`src/rtl/sgc_pkg.sv`:
```
// sgc_pkg: constants of the self-calibration gain correction stage
// assumes: shared by the top module, the multiplier and its interface
package sgc_pkg;
    localparam int unsigned SGC_DATA_W    = 24;
    localparam int unsigned SGC_COEF_W    = 24;
    localparam int unsigned SGC_COEF_FRAC = 23;
    localparam int unsigned SGC_PROD_W    = SGC_DATA_W + SGC_COEF_W + 1;
    localparam int unsigned SGC_NUM_GAINS = 8;
    localparam int unsigned SGC_ADDR_W    = 8;
    localparam int unsigned SGC_SEL_W     = 3;
    // register offsets
    localparam logic [7:0] SGC_OFS_GAIN_TRIM_X1   = 8'h18;
    localparam logic [7:0] SGC_OFS_GAIN_TRIM_X2   = 8'h19;
    localparam logic [7:0] SGC_OFS_GAIN_TRIM_X4   = 8'h1a;
    localparam logic [7:0] SGC_OFS_GAIN_TRIM_X8   = 8'h1b;
    localparam logic [7:0] SGC_OFS_GAIN_TRIM_X16  = 8'h1c;
    localparam logic [7:0] SGC_OFS_GAIN_TRIM_X32  = 8'h1d;
    localparam logic [7:0] SGC_OFS_GAIN_TRIM_X64  = 8'h1e;
    localparam logic [7:0] SGC_OFS_GAIN_TRIM_X128 = 8'h1f;
    // coefficient after reset: 1.0 in the 1.23 format
    localparam logic [23:0] SGC_COEF_RST  = 24'h800000;
    localparam logic [23:0] SGC_COEF_UNIT = 24'h800000;
    // half an output lsb, added before truncation
    localparam logic [48:0] SGC_ROUND     = 49'h0000000400000;
    localparam logic [23:0] SGC_POS_FS    = 24'h7fffff;
    localparam logic [23:0] SGC_NEG_FS    = 24'h800000;
    // edges from input sample to output valid
    localparam int unsigned SGC_LATENCY   = 3;
endpackage

```
`src/rtl/sgc_mul_if.sv`:
```
// sgc_mul_if: operands and product between the stage and its multiplier
// assumes: single clock, product returned one edge after operands
`timescale 1ns/1ps
`default_nettype none
interface sgc_mul_if;
    import sgc_pkg::*;
    logic                         op_valid;
    logic signed [SGC_DATA_W-1:0] op_sample;
    logic        [SGC_COEF_W-1:0] op_coef;
    logic                         prod_valid;
    logic signed [SGC_PROD_W-1:0] prod;
    modport stage (output op_valid, output op_sample, output op_coef,
                   input prod_valid, input prod);
    modport mult  (input op_valid, input op_sample, input op_coef,
                   output prod_valid, output prod);
endinterface
`default_nettype wire

```
`src/rtl/sgc_mul.sv`:
```
// sgc_mul: registered signed sample times unsigned 1.23 coefficient
// assumes: operands stable in the cycle they are flagged valid
`timescale 1ns/1ps
`default_nettype none
module sgc_mul
    import sgc_pkg::*;
(
    input  wire logic clk,
    input  wire logic rst,
    sgc_mul_if.mult   m
);
    logic                         valid_d, valid_q;
    logic signed [SGC_PROD_W-1:0] prod_d, prod_q;

    always_comb begin
        valid_d = m.op_valid;
        prod_d  = prod_q;
        if (m.op_valid) begin
            // coefficient zero-extended: always unsigned
            prod_d = SGC_PROD_W'(m.op_sample) *
                     SGC_PROD_W'($signed({1'b0, m.op_coef}));
        end
    end

    always_ff @(posedge clk or posedge rst) begin
        if (rst) begin
            valid_q <= 1'b0;
            prod_q  <= '0;
        end else begin
            valid_q <= valid_d;
            prod_q  <= prod_d;
        end
    end

    assign m.prod_valid = valid_q;
    assign m.prod       = prod_q;
endmodule
`default_nettype wire

```
`src/rtl/sgc_top.sv`:
```
// sgc_top: self-calibration gain correction with its coefficient bank
// assumes: raw result, offset and gain select come from logic on clk;
// register port and calibration writer are in the same clock domain
//
// Summary of operation
// - scale each result after self offset removal, before system corrections.
// - eight 24-bit coefficients, one per gain; gains 1..32 at 0x18..0x1d.
// - coefficient is fixed point 1.23, msb weight one, lsb two to -23.
// - coefficient unsigned, independent of unipolar/bipolar and coding choice.
// - written value held until next write or an on-demand calibration.
// - scaling reaches just below 2x, correcting gain errors near -50%.
// - corrected gain within 2 lsb of ideal after self-calibration.
// - gains 64 and 128 coefficients sit at 0x1e and 0x1f, same format.
// - self-calibration offset subtracted from raw result in stage 1 of this stage, before scaling.
`timescale 1ns/1ps
`default_nettype none
module sgc_top
    import sgc_pkg::*;
(
    input  wire logic                               clk,
    input  wire logic                               rst,
    // conversion path
    input  wire logic                               in_valid,
    input  wire logic signed [sgc_pkg::SGC_DATA_W-1:0] in_raw,
    input  wire logic signed [sgc_pkg::SGC_DATA_W-1:0] in_self_offset,
    input  wire logic        [sgc_pkg::SGC_SEL_W-1:0]  in_gain_sel,
    output logic                                    out_valid,
    output logic signed [sgc_pkg::SGC_DATA_W-1:0]  out_data,
    output logic                                    out_sat,
    // register port
    input  wire logic                               reg_wr_en,
    input  wire logic                               reg_rd_en,
    input  wire logic        [sgc_pkg::SGC_ADDR_W-1:0] reg_addr,
    input  wire logic        [sgc_pkg::SGC_COEF_W-1:0] reg_wdata,
    output logic             [sgc_pkg::SGC_COEF_W-1:0] reg_rdata,
    output logic                                    reg_rd_valid,
    // on-demand calibration result
    input  wire logic                               cal_wr_en,
    input  wire logic        [sgc_pkg::SGC_SEL_W-1:0]  cal_gain_sel,
    input  wire logic        [sgc_pkg::SGC_COEF_W-1:0] cal_value
);
    import sgc_pkg::*;

    // saturate a 26-bit signed value to 24 bits, flag when clipped
    function automatic logic [SGC_DATA_W:0] sat24(
        input logic signed [SGC_DATA_W+1:0] v);
        logic [SGC_DATA_W:0] r;
        r = {1'b0, v[SGC_DATA_W-1:0]};
        if (v > $signed({3'b000, SGC_POS_FS[SGC_DATA_W-2:0]})) begin
            r = {1'b1, SGC_POS_FS};
        end else if (v < $signed({3'b111, SGC_NEG_FS[SGC_DATA_W-2:0]})) begin
            r = {1'b1, SGC_NEG_FS};
        end
        return r;
    endfunction

    // register offset to bank index, valid flag in the msb
    function automatic logic [SGC_SEL_W:0] trim_index(
        input logic [SGC_ADDR_W-1:0] a);
        logic [SGC_ADDR_W-1:0] rel;
        rel = a - SGC_OFS_GAIN_TRIM_X1;
        if (a >= SGC_OFS_GAIN_TRIM_X1 && a <= SGC_OFS_GAIN_TRIM_X128) begin
            return {1'b1, rel[SGC_SEL_W-1:0]};
        end
        return '0;
    endfunction

    sgc_mul_if mi ();

    sgc_mul sgc_mul_i (
        .clk (clk),
        .rst (rst),
        .m   (mi.mult)
    );

    // coefficient bank and register port
    logic [SGC_NUM_GAINS-1:0][SGC_COEF_W-1:0] coef_d, coef_q;
    logic [SGC_COEF_W-1:0]                    rdata_d, rdata_q;
    logic                                     rd_valid_d, rd_valid_q;
    logic [SGC_SEL_W:0]                       wr_hit, rd_hit;

    always_comb begin
        wr_hit     = trim_index(reg_addr);
        rd_hit     = wr_hit;
        coef_d     = coef_q;
        rdata_d    = rdata_q;
        rd_valid_d = reg_rd_en;
        if (reg_wr_en && wr_hit[SGC_SEL_W]) begin
            coef_d[wr_hit[SGC_SEL_W-1:0]] = reg_wdata;
        end
        if (cal_wr_en) begin
            // measured value wins over a same-cycle software write
            coef_d[cal_gain_sel] = cal_value;
        end
        if (reg_rd_en) begin
            rdata_d = '0;
            if (rd_hit[SGC_SEL_W]) begin
                rdata_d = coef_q[rd_hit[SGC_SEL_W-1:0]];
            end
        end
    end

    always_ff @(posedge clk or posedge rst) begin
        if (rst) begin
            coef_q     <= {SGC_NUM_GAINS{SGC_COEF_RST}};
            rdata_q    <= '0;
            rd_valid_q <= 1'b0;
        end else begin
            coef_q     <= coef_d;
            rdata_q    <= rdata_d;
            rd_valid_q <= rd_valid_d;
        end
    end

    // stage 1: offset removal and coefficient pick
    logic                          s1_valid_d, s1_valid_q;
    logic signed [SGC_DATA_W-1:0]  s1_diff_d, s1_diff_q;
    logic        [SGC_COEF_W-1:0]  s1_coef_d, s1_coef_q;
    logic signed [SGC_DATA_W+1:0]  diff_full;
    logic        [SGC_DATA_W:0]    diff_sat;

    always_comb begin
        diff_full  = (SGC_DATA_W+2)'(in_raw) -
                     (SGC_DATA_W+2)'(in_self_offset);
        diff_sat   = sat24(diff_full);
        s1_valid_d = in_valid;
        s1_diff_d  = s1_diff_q;
        s1_coef_d  = s1_coef_q;
        if (in_valid) begin
            s1_diff_d = diff_sat[SGC_DATA_W-1:0];
            s1_coef_d = coef_q[in_gain_sel];
        end
    end

    always_ff @(posedge clk or posedge rst) begin
        if (rst) begin
            s1_valid_q <= 1'b0;
            s1_diff_q  <= '0;
            s1_coef_q  <= SGC_COEF_RST;
        end else begin
            s1_valid_q <= s1_valid_d;
            s1_diff_q  <= s1_diff_d;
            s1_coef_q  <= s1_coef_d;
        end
    end

    // offset-corrected sample scaled next, system stages come after
    assign mi.op_valid  = s1_valid_q;
    assign mi.op_sample = s1_diff_q;
    assign mi.op_coef   = s1_coef_q;

    // clip in the offset stage carried along with its sample
    logic                          diff_sat_d, diff_sat_q, diff_sat2_q;

    always_comb begin
        diff_sat_d = in_valid & diff_sat[SGC_DATA_W];
    end

    // stage 3: round to nearest, drop 23 fraction bits, clip
    logic                          out_valid_d, out_valid_q;
    logic signed [SGC_DATA_W-1:0]  out_data_d, out_data_q;
    logic                          out_sat_d, out_sat_q;
    logic signed [SGC_PROD_W-1:0]  prod_rnd;
    logic        [SGC_DATA_W:0]    prod_sat;

    always_comb begin
        prod_rnd    = mi.prod + $signed(SGC_ROUND);
        prod_sat    = sat24(prod_rnd[SGC_PROD_W-1:SGC_COEF_FRAC]);
        out_valid_d = mi.prod_valid;
        out_data_d  = out_data_q;
        out_sat_d   = out_sat_q;
        if (mi.prod_valid) begin
            out_data_d = prod_sat[SGC_DATA_W-1:0];
            out_sat_d  = prod_sat[SGC_DATA_W] | diff_sat_q;
        end
    end

    always_ff @(posedge clk or posedge rst) begin
        if (rst) begin
            out_valid_q <= 1'b0;
            out_data_q  <= '0;
            out_sat_q   <= 1'b0;
            diff_sat2_q <= 1'b0;
            diff_sat_q  <= 1'b0;
        end else begin
            out_valid_q <= out_valid_d;
            out_data_q  <= out_data_d;
            out_sat_q   <= out_sat_d;
            diff_sat2_q <= diff_sat_d;
            diff_sat_q  <= diff_sat2_q;
        end
    end

    assign out_valid    = out_valid_q;
    assign out_data     = out_data_q;
    assign out_sat      = out_sat_q;
    assign reg_rdata    = rdata_q;
    assign reg_rd_valid = rd_valid_q;

    // checks
    property p_latency;
        @(posedge clk) disable iff (rst)
        in_valid |-> ##3 out_valid;
    endproperty
    a_latency: assert property (p_latency)
        else $error("result not out three edges after sample");

    property p_pick;
        @(posedge clk) disable iff (rst)
        in_valid && !reg_wr_en && !cal_wr_en
            |=> s1_coef_q == coef_q[$past(in_gain_sel)];
    endproperty
    a_pick: assert property (p_pick)
        else $error("coefficient of wrong gain picked");

    property p_unity;
        @(posedge clk) disable iff (rst)
        s1_valid_q && s1_coef_q == SGC_COEF_UNIT
            |-> ##2 out_data == $past(s1_diff_q, 2);
    endproperty
    a_unity: assert property (p_unity)
        else $error("unit coefficient does not pass sample through");

    property p_sign;
        @(posedge clk) disable iff (rst)
        s1_valid_q && s1_diff_q[SGC_DATA_W-1]
            |-> ##2 !out_data[SGC_DATA_W-1] == (out_data == '0);
    endproperty
    a_sign: assert property (p_sign)
        else $error("negative sample changed sign");

    property p_sw_write;
        @(posedge clk) disable iff (rst)
        reg_wr_en && wr_hit[SGC_SEL_W] && !cal_wr_en
            |=> coef_q[$past(wr_hit[SGC_SEL_W-1:0])] == $past(reg_wdata);
    endproperty
    a_sw_write: assert property (p_sw_write)
        else $error("register write not stored");

    property p_hold;
        @(posedge clk) disable iff (rst)
        !reg_wr_en && !cal_wr_en |=> $stable(coef_q);
    endproperty
    a_hold: assert property (p_hold)
        else $error("coefficient changed without a write");

    property p_cal;
        @(posedge clk) disable iff (rst)
        cal_wr_en |=> coef_q[$past(cal_gain_sel)] == $past(cal_value);
    endproperty
    a_cal: assert property (p_cal)
        else $error("calibration value not stored");

    property p_readback;
        @(posedge clk) disable iff (rst)
        reg_rd_en && reg_addr == SGC_OFS_GAIN_TRIM_X128
            |=> reg_rd_valid && reg_rdata == $past(coef_q[7]);
    endproperty
    a_readback: assert property (p_readback)
        else $error("gain 128 coefficient not read back");

    property p_offset;
        @(posedge clk) disable iff (rst)
        in_valid && !diff_sat[SGC_DATA_W]
            |=> s1_diff_q == $past(diff_full[SGC_DATA_W-1:0]);
    endproperty
    a_offset: assert property (p_offset)
        else $error("offset not removed before scaling");

    property p_clip;
        @(posedge clk) disable iff (rst)
        out_valid && out_sat && $past(mi.prod_valid) &&
        $past(prod_sat[SGC_DATA_W])
            |-> out_data == $signed(SGC_POS_FS) ||
                out_data == $signed(SGC_NEG_FS);
    endproperty
    a_clip: assert property (p_clip)
        else $error("overflow wrapped instead of clipping");

    property p_rd_valid;
        @(posedge clk) disable iff (rst)
        reg_rd_valid == $past(reg_rd_en);
    endproperty
    a_rd_valid: assert property (p_rd_valid)
        else $error("read answer not one edge after request");

    property p_unmapped;
        @(posedge clk) disable iff (rst)
        reg_rd_en && !rd_hit[SGC_SEL_W] |=> reg_rdata == '0;
    endproperty
    a_unmapped: assert property (p_unmapped)
        else $error("unmapped read returned nonzero data");

    property p_rd_hold;
        @(posedge clk) disable iff (rst)
        !reg_rd_en |=> $stable(reg_rdata);
    endproperty
    a_rd_hold: assert property (p_rd_hold)
        else $error("read data changed without a read");

    property p_no_extra;
        @(posedge clk) disable iff (rst)
        !in_valid |-> ##3 !out_valid;
    endproperty
    a_no_extra: assert property (p_no_extra)
        else $error("result flagged without a sample");
endmodule
`default_nettype wire

```
`config.mk`:
```
export PLATFORM = sky130hd
export DESIGN_NAME = sgc_top
export DESIGN_NICKNAME = d
export VERILOG_FILES = /design/src/rtl/sgc_pkg.sv /design/src/rtl/sgc_mul_if.sv /design/src/rtl/sgc_mul.sv /design/src/rtl/sgc_top.sv
export SDC_FILE = /design/constraint.sdc
export NUM_CORES = 2
export LEC_CHECK = 0
export BUFFER_PORTS_ARGS = -buffer_cell sky130_fd_sc_hd__buf_2
export CELL_PAD_IN_SITES_DETAIL_PLACEMENT = 1
export CELL_PAD_IN_SITES_GLOBAL_PLACEMENT = 1
export CORE_UTILIZATION = 40
export DETAILED_ROUTE_END_ITERATION = 8
export PLACE_DENSITY_LB_ADDON = 0.1
export SETUP_SLACK_MARGIN = 0.4
export SYNTH_ARGS = -nofsm -noshare
export SYNTH_HDL_FRONTEND = slang
export SYNTH_HIERARCHICAL = 1
export SYNTH_SLANG_ARGS = --single-unit
```
`constraint.sdc`:
```
create_clock -name clk -period 8.8 [get_ports clk]
set_input_delay 0.88 -clock clk [delete_from_list [all_inputs] [get_ports clk]]
set_output_delay 0.88 -clock clk [all_outputs]
set_load 0.01 [all_outputs]
```
==> results.sh <==
export IMPL_run_status="complete, no violations"
export IMPL_skew_ps=52.3
export IMPL_critPathKind="flop to flop"
export IMPL_rows=113
export IMPL_setup_tns_ps=0
export IMPL_cts_buffers=42
export IMPL_multi_input_area_sq_mm=0.0267
export IMPL_syn_area_per_cell_sq_um=9.23
export IMPL_end_kind="flop"
export IMPL_grt_use_total_pct=26.2
export IMPL_finish_net_count=4975
export IMPL_dp_hpwl_mm=91.0
export IMPL_setup_viol_count_final=0
export IMPL_vias=29300
export IMPL_cts_root_buf="clkbuf_16"
export IMPL_drc=0
export IMPL_die_w_um=312
export IMPL_netlist_area_sq_mm=0.0384
export IMPL_ctsHoldBuffers=0
export IMPL_first_iter_violations=1610
export IMPL_io_buffer_count=166
export IMPL_drv_cap=0
export IMPL_vias_per_cell=5.39
export IMPL_ios=167
export IMPL_max_freq_mhz=125
export IMPL_cp_max_fo=17
export IMPL_seqCellArea_sq_mm=0.00807
export IMPL_grt_pass1_wl_mm=196
export IMPL_fill_cells=11000
export IMPL_cts_tree="yes"
export IMPL_finalCritPeriodShare_pct=91.2
export IMPL_cts_setup_buffers=0
export IMPL_grt_setup_unrepaired="false"
export IMPL_synth_nets=4981
export IMPL_grt_max_degree=153
export IMPL_worstMarginPinSlew_ps=1300
export IMPL_syn2layout_area_growth_pct=8.16
export IMPL_finalHoldViolations=0
export IMPL_clk_pin_slew_worst_paths_ps=60
export IMPL_die_area_sq_mm=0.0971
export IMPL_dr_pass1_iters=7
export IMPL_core_area_sq_mm=0.0950
export IMPL_htreeDepth=2
export IMPL_layout_min_cycle_time_ps=8020
export IMPL_slew_viol_final=0
export IMPL_cp_start_kind="flop"
export IMPL_slew_headroom_pct=12.4
export IMPL_synth_warnings=6
export IMPL_die_y_um=312
export IMPL_grt_pass1_vias=32000
export IMPL_clk_latency_ps=620
export IMPL_netlist_instances=4155
export IMPL_ant_nets=0
export IMPL_min_path_cells=0
export IMPL_start_util_pct=40.4
export IMPL_clockBufferDepth=3
export IMPL_gp_congestion=0.848
export IMPL_drive_above_1_share_pct=10.8
export IMPL_drt_total_wl_mm=125
export IMPL_hp_class="flop to flop"
export IMPL_arrival_ps=8490
export IMPL_cts_sinks=322
export IMPL_antenna_found_initial=10
export IMPL_overflow=0
export IMPL_cts_resized_gates=0
export IMPL_reg2reg_depth=24
export IMPL_cp_data_required_time_ps=9260
export IMPL_routedWlPerCell_um=23.0
[cell type report]
type                            instances  area share [%]
Multi-Input combinational cell       2913            64.3
Sequential cell                       322            19.5
Inverter                              622            5.64
Tap cell                             1265            3.81
Timing Repair Buffer                  248            3.53
Clock buffer                           53            2.73
Clock inverter                         19           0.534
Antenna cell                            2          0.0121
[flip-flops by register name, indices dropped and copies added, names as in the netlist]
| signal | flops |
|---|---|
| sgc_mul_i/m.prod_valid | 1 |
| reg_rd_valid | 1 |
| mi.op_sample | 24 |
| diff_sat_q | 1 |
| diff_sat2_q | 1 |
| mi.op_coef | 24 |
| reg_rdata | 24 |
| out_sat | 1 |
| coef_q | 192 |
| mi.op_valid | 1 |
| sgc_mul_i/m.prod | 27 |
| out_valid | 1 |
| out_data | 24 |
[layer usage]
layer | up-vias | track usage, % | wire, um
met5 | - | 0 | 86
met4 | 14 | 6.22 | 2840
met3 | 169 | 2.70 | 4340
met2 | 542 | 44.5 | 60900
met1 | 15200 | 35.8 | 57200
li1 | 13400 | - | -
[final timing paths]
kind                                      start                     end  slack, ps
worst min register to register      diff_sat2_q              diff_sat_q        360
worst max register to register  mi.op_sample[9]    sgc_mul_i/m.prod[45]        780
min in group asynchronous                   rst  sgc_mul_i/m.prod_valid        400
worst max-delay path            mi.op_sample[9]    sgc_mul_i/m.prod[45]        780
worst min-delay path                diff_sat2_q              diff_sat_q        360
max in group asynchronous                   rst        mi.op_sample[22]       6430
[critical path, cell delays in order, from the launching register on]
cell and delay [ps]:
dfrtp_1 880, buf_4 310, nand2_1 90, fa_1 530, inv_1 50, fa_1 470
inv_1 50, fa_1 500, inv_1 50, fa_1 480, fa_1 530, fa_1 550
inv_1 60, fa_1 580, inv_1 60, ha_1 390, a21oi_1 280, o21a_1 170
o21ai_0 80, a221oi_1 310, o21ai_0 310, a41oi_1 480, o21ai_0 190, xor2_1 180
mux2_2 270
[metrics by stage]
stage / area [sq um] / std cells / util (%) / setup WS, ps / hold WS [ps]
after global placement: 40100 / 5370 / 42.2 / 954 / 339
after CTS: 41500 / 5442 / 43.7 / 691 / 357
after floorplan: 38400 / 4155 / - / 2000 / 331
after detailed placement: 40100 / 5370 / 42.2 / 739 / 346
final: 41500 / 5444 / 43.7 / 775 / 357
after global routing: 41500 / 5443 / 43.7 / 401 / 366
[cells in the final DEF, fill, tap and decap left out, types with 7 or more instances in the layout]
cell,count
mux4_2,48
o21a_1,7
nor2b_1,40
nor3_1,7
dfrtp_1,310
buf_4,84
and3_1,7
a21oi_1,229
xor2_1,16
clkbuf_16,42
a21o_1,46
mux2i_1,217
nand4_1,23
dfstp_2,9
ha_1,227
fa_1,483
and2_1,280
o21ai_1,18
o22ai_1,47
a311o_1,23
o21ai_0,157
buf_2,163
nand2_1,440
inv_1,621
nand2b_1,25
nand3_1,49
o21bai_1,9
nor2_1,254
o221ai_1,51
clkbuf_1,7
clkinv_2,9
mux2_2,22
xnor2_1,57
o22a_1,24
Power is left out: the tool's default activity adds up to more than one toggle a clock period on the data nets, which glitch-free logic cannot reach.
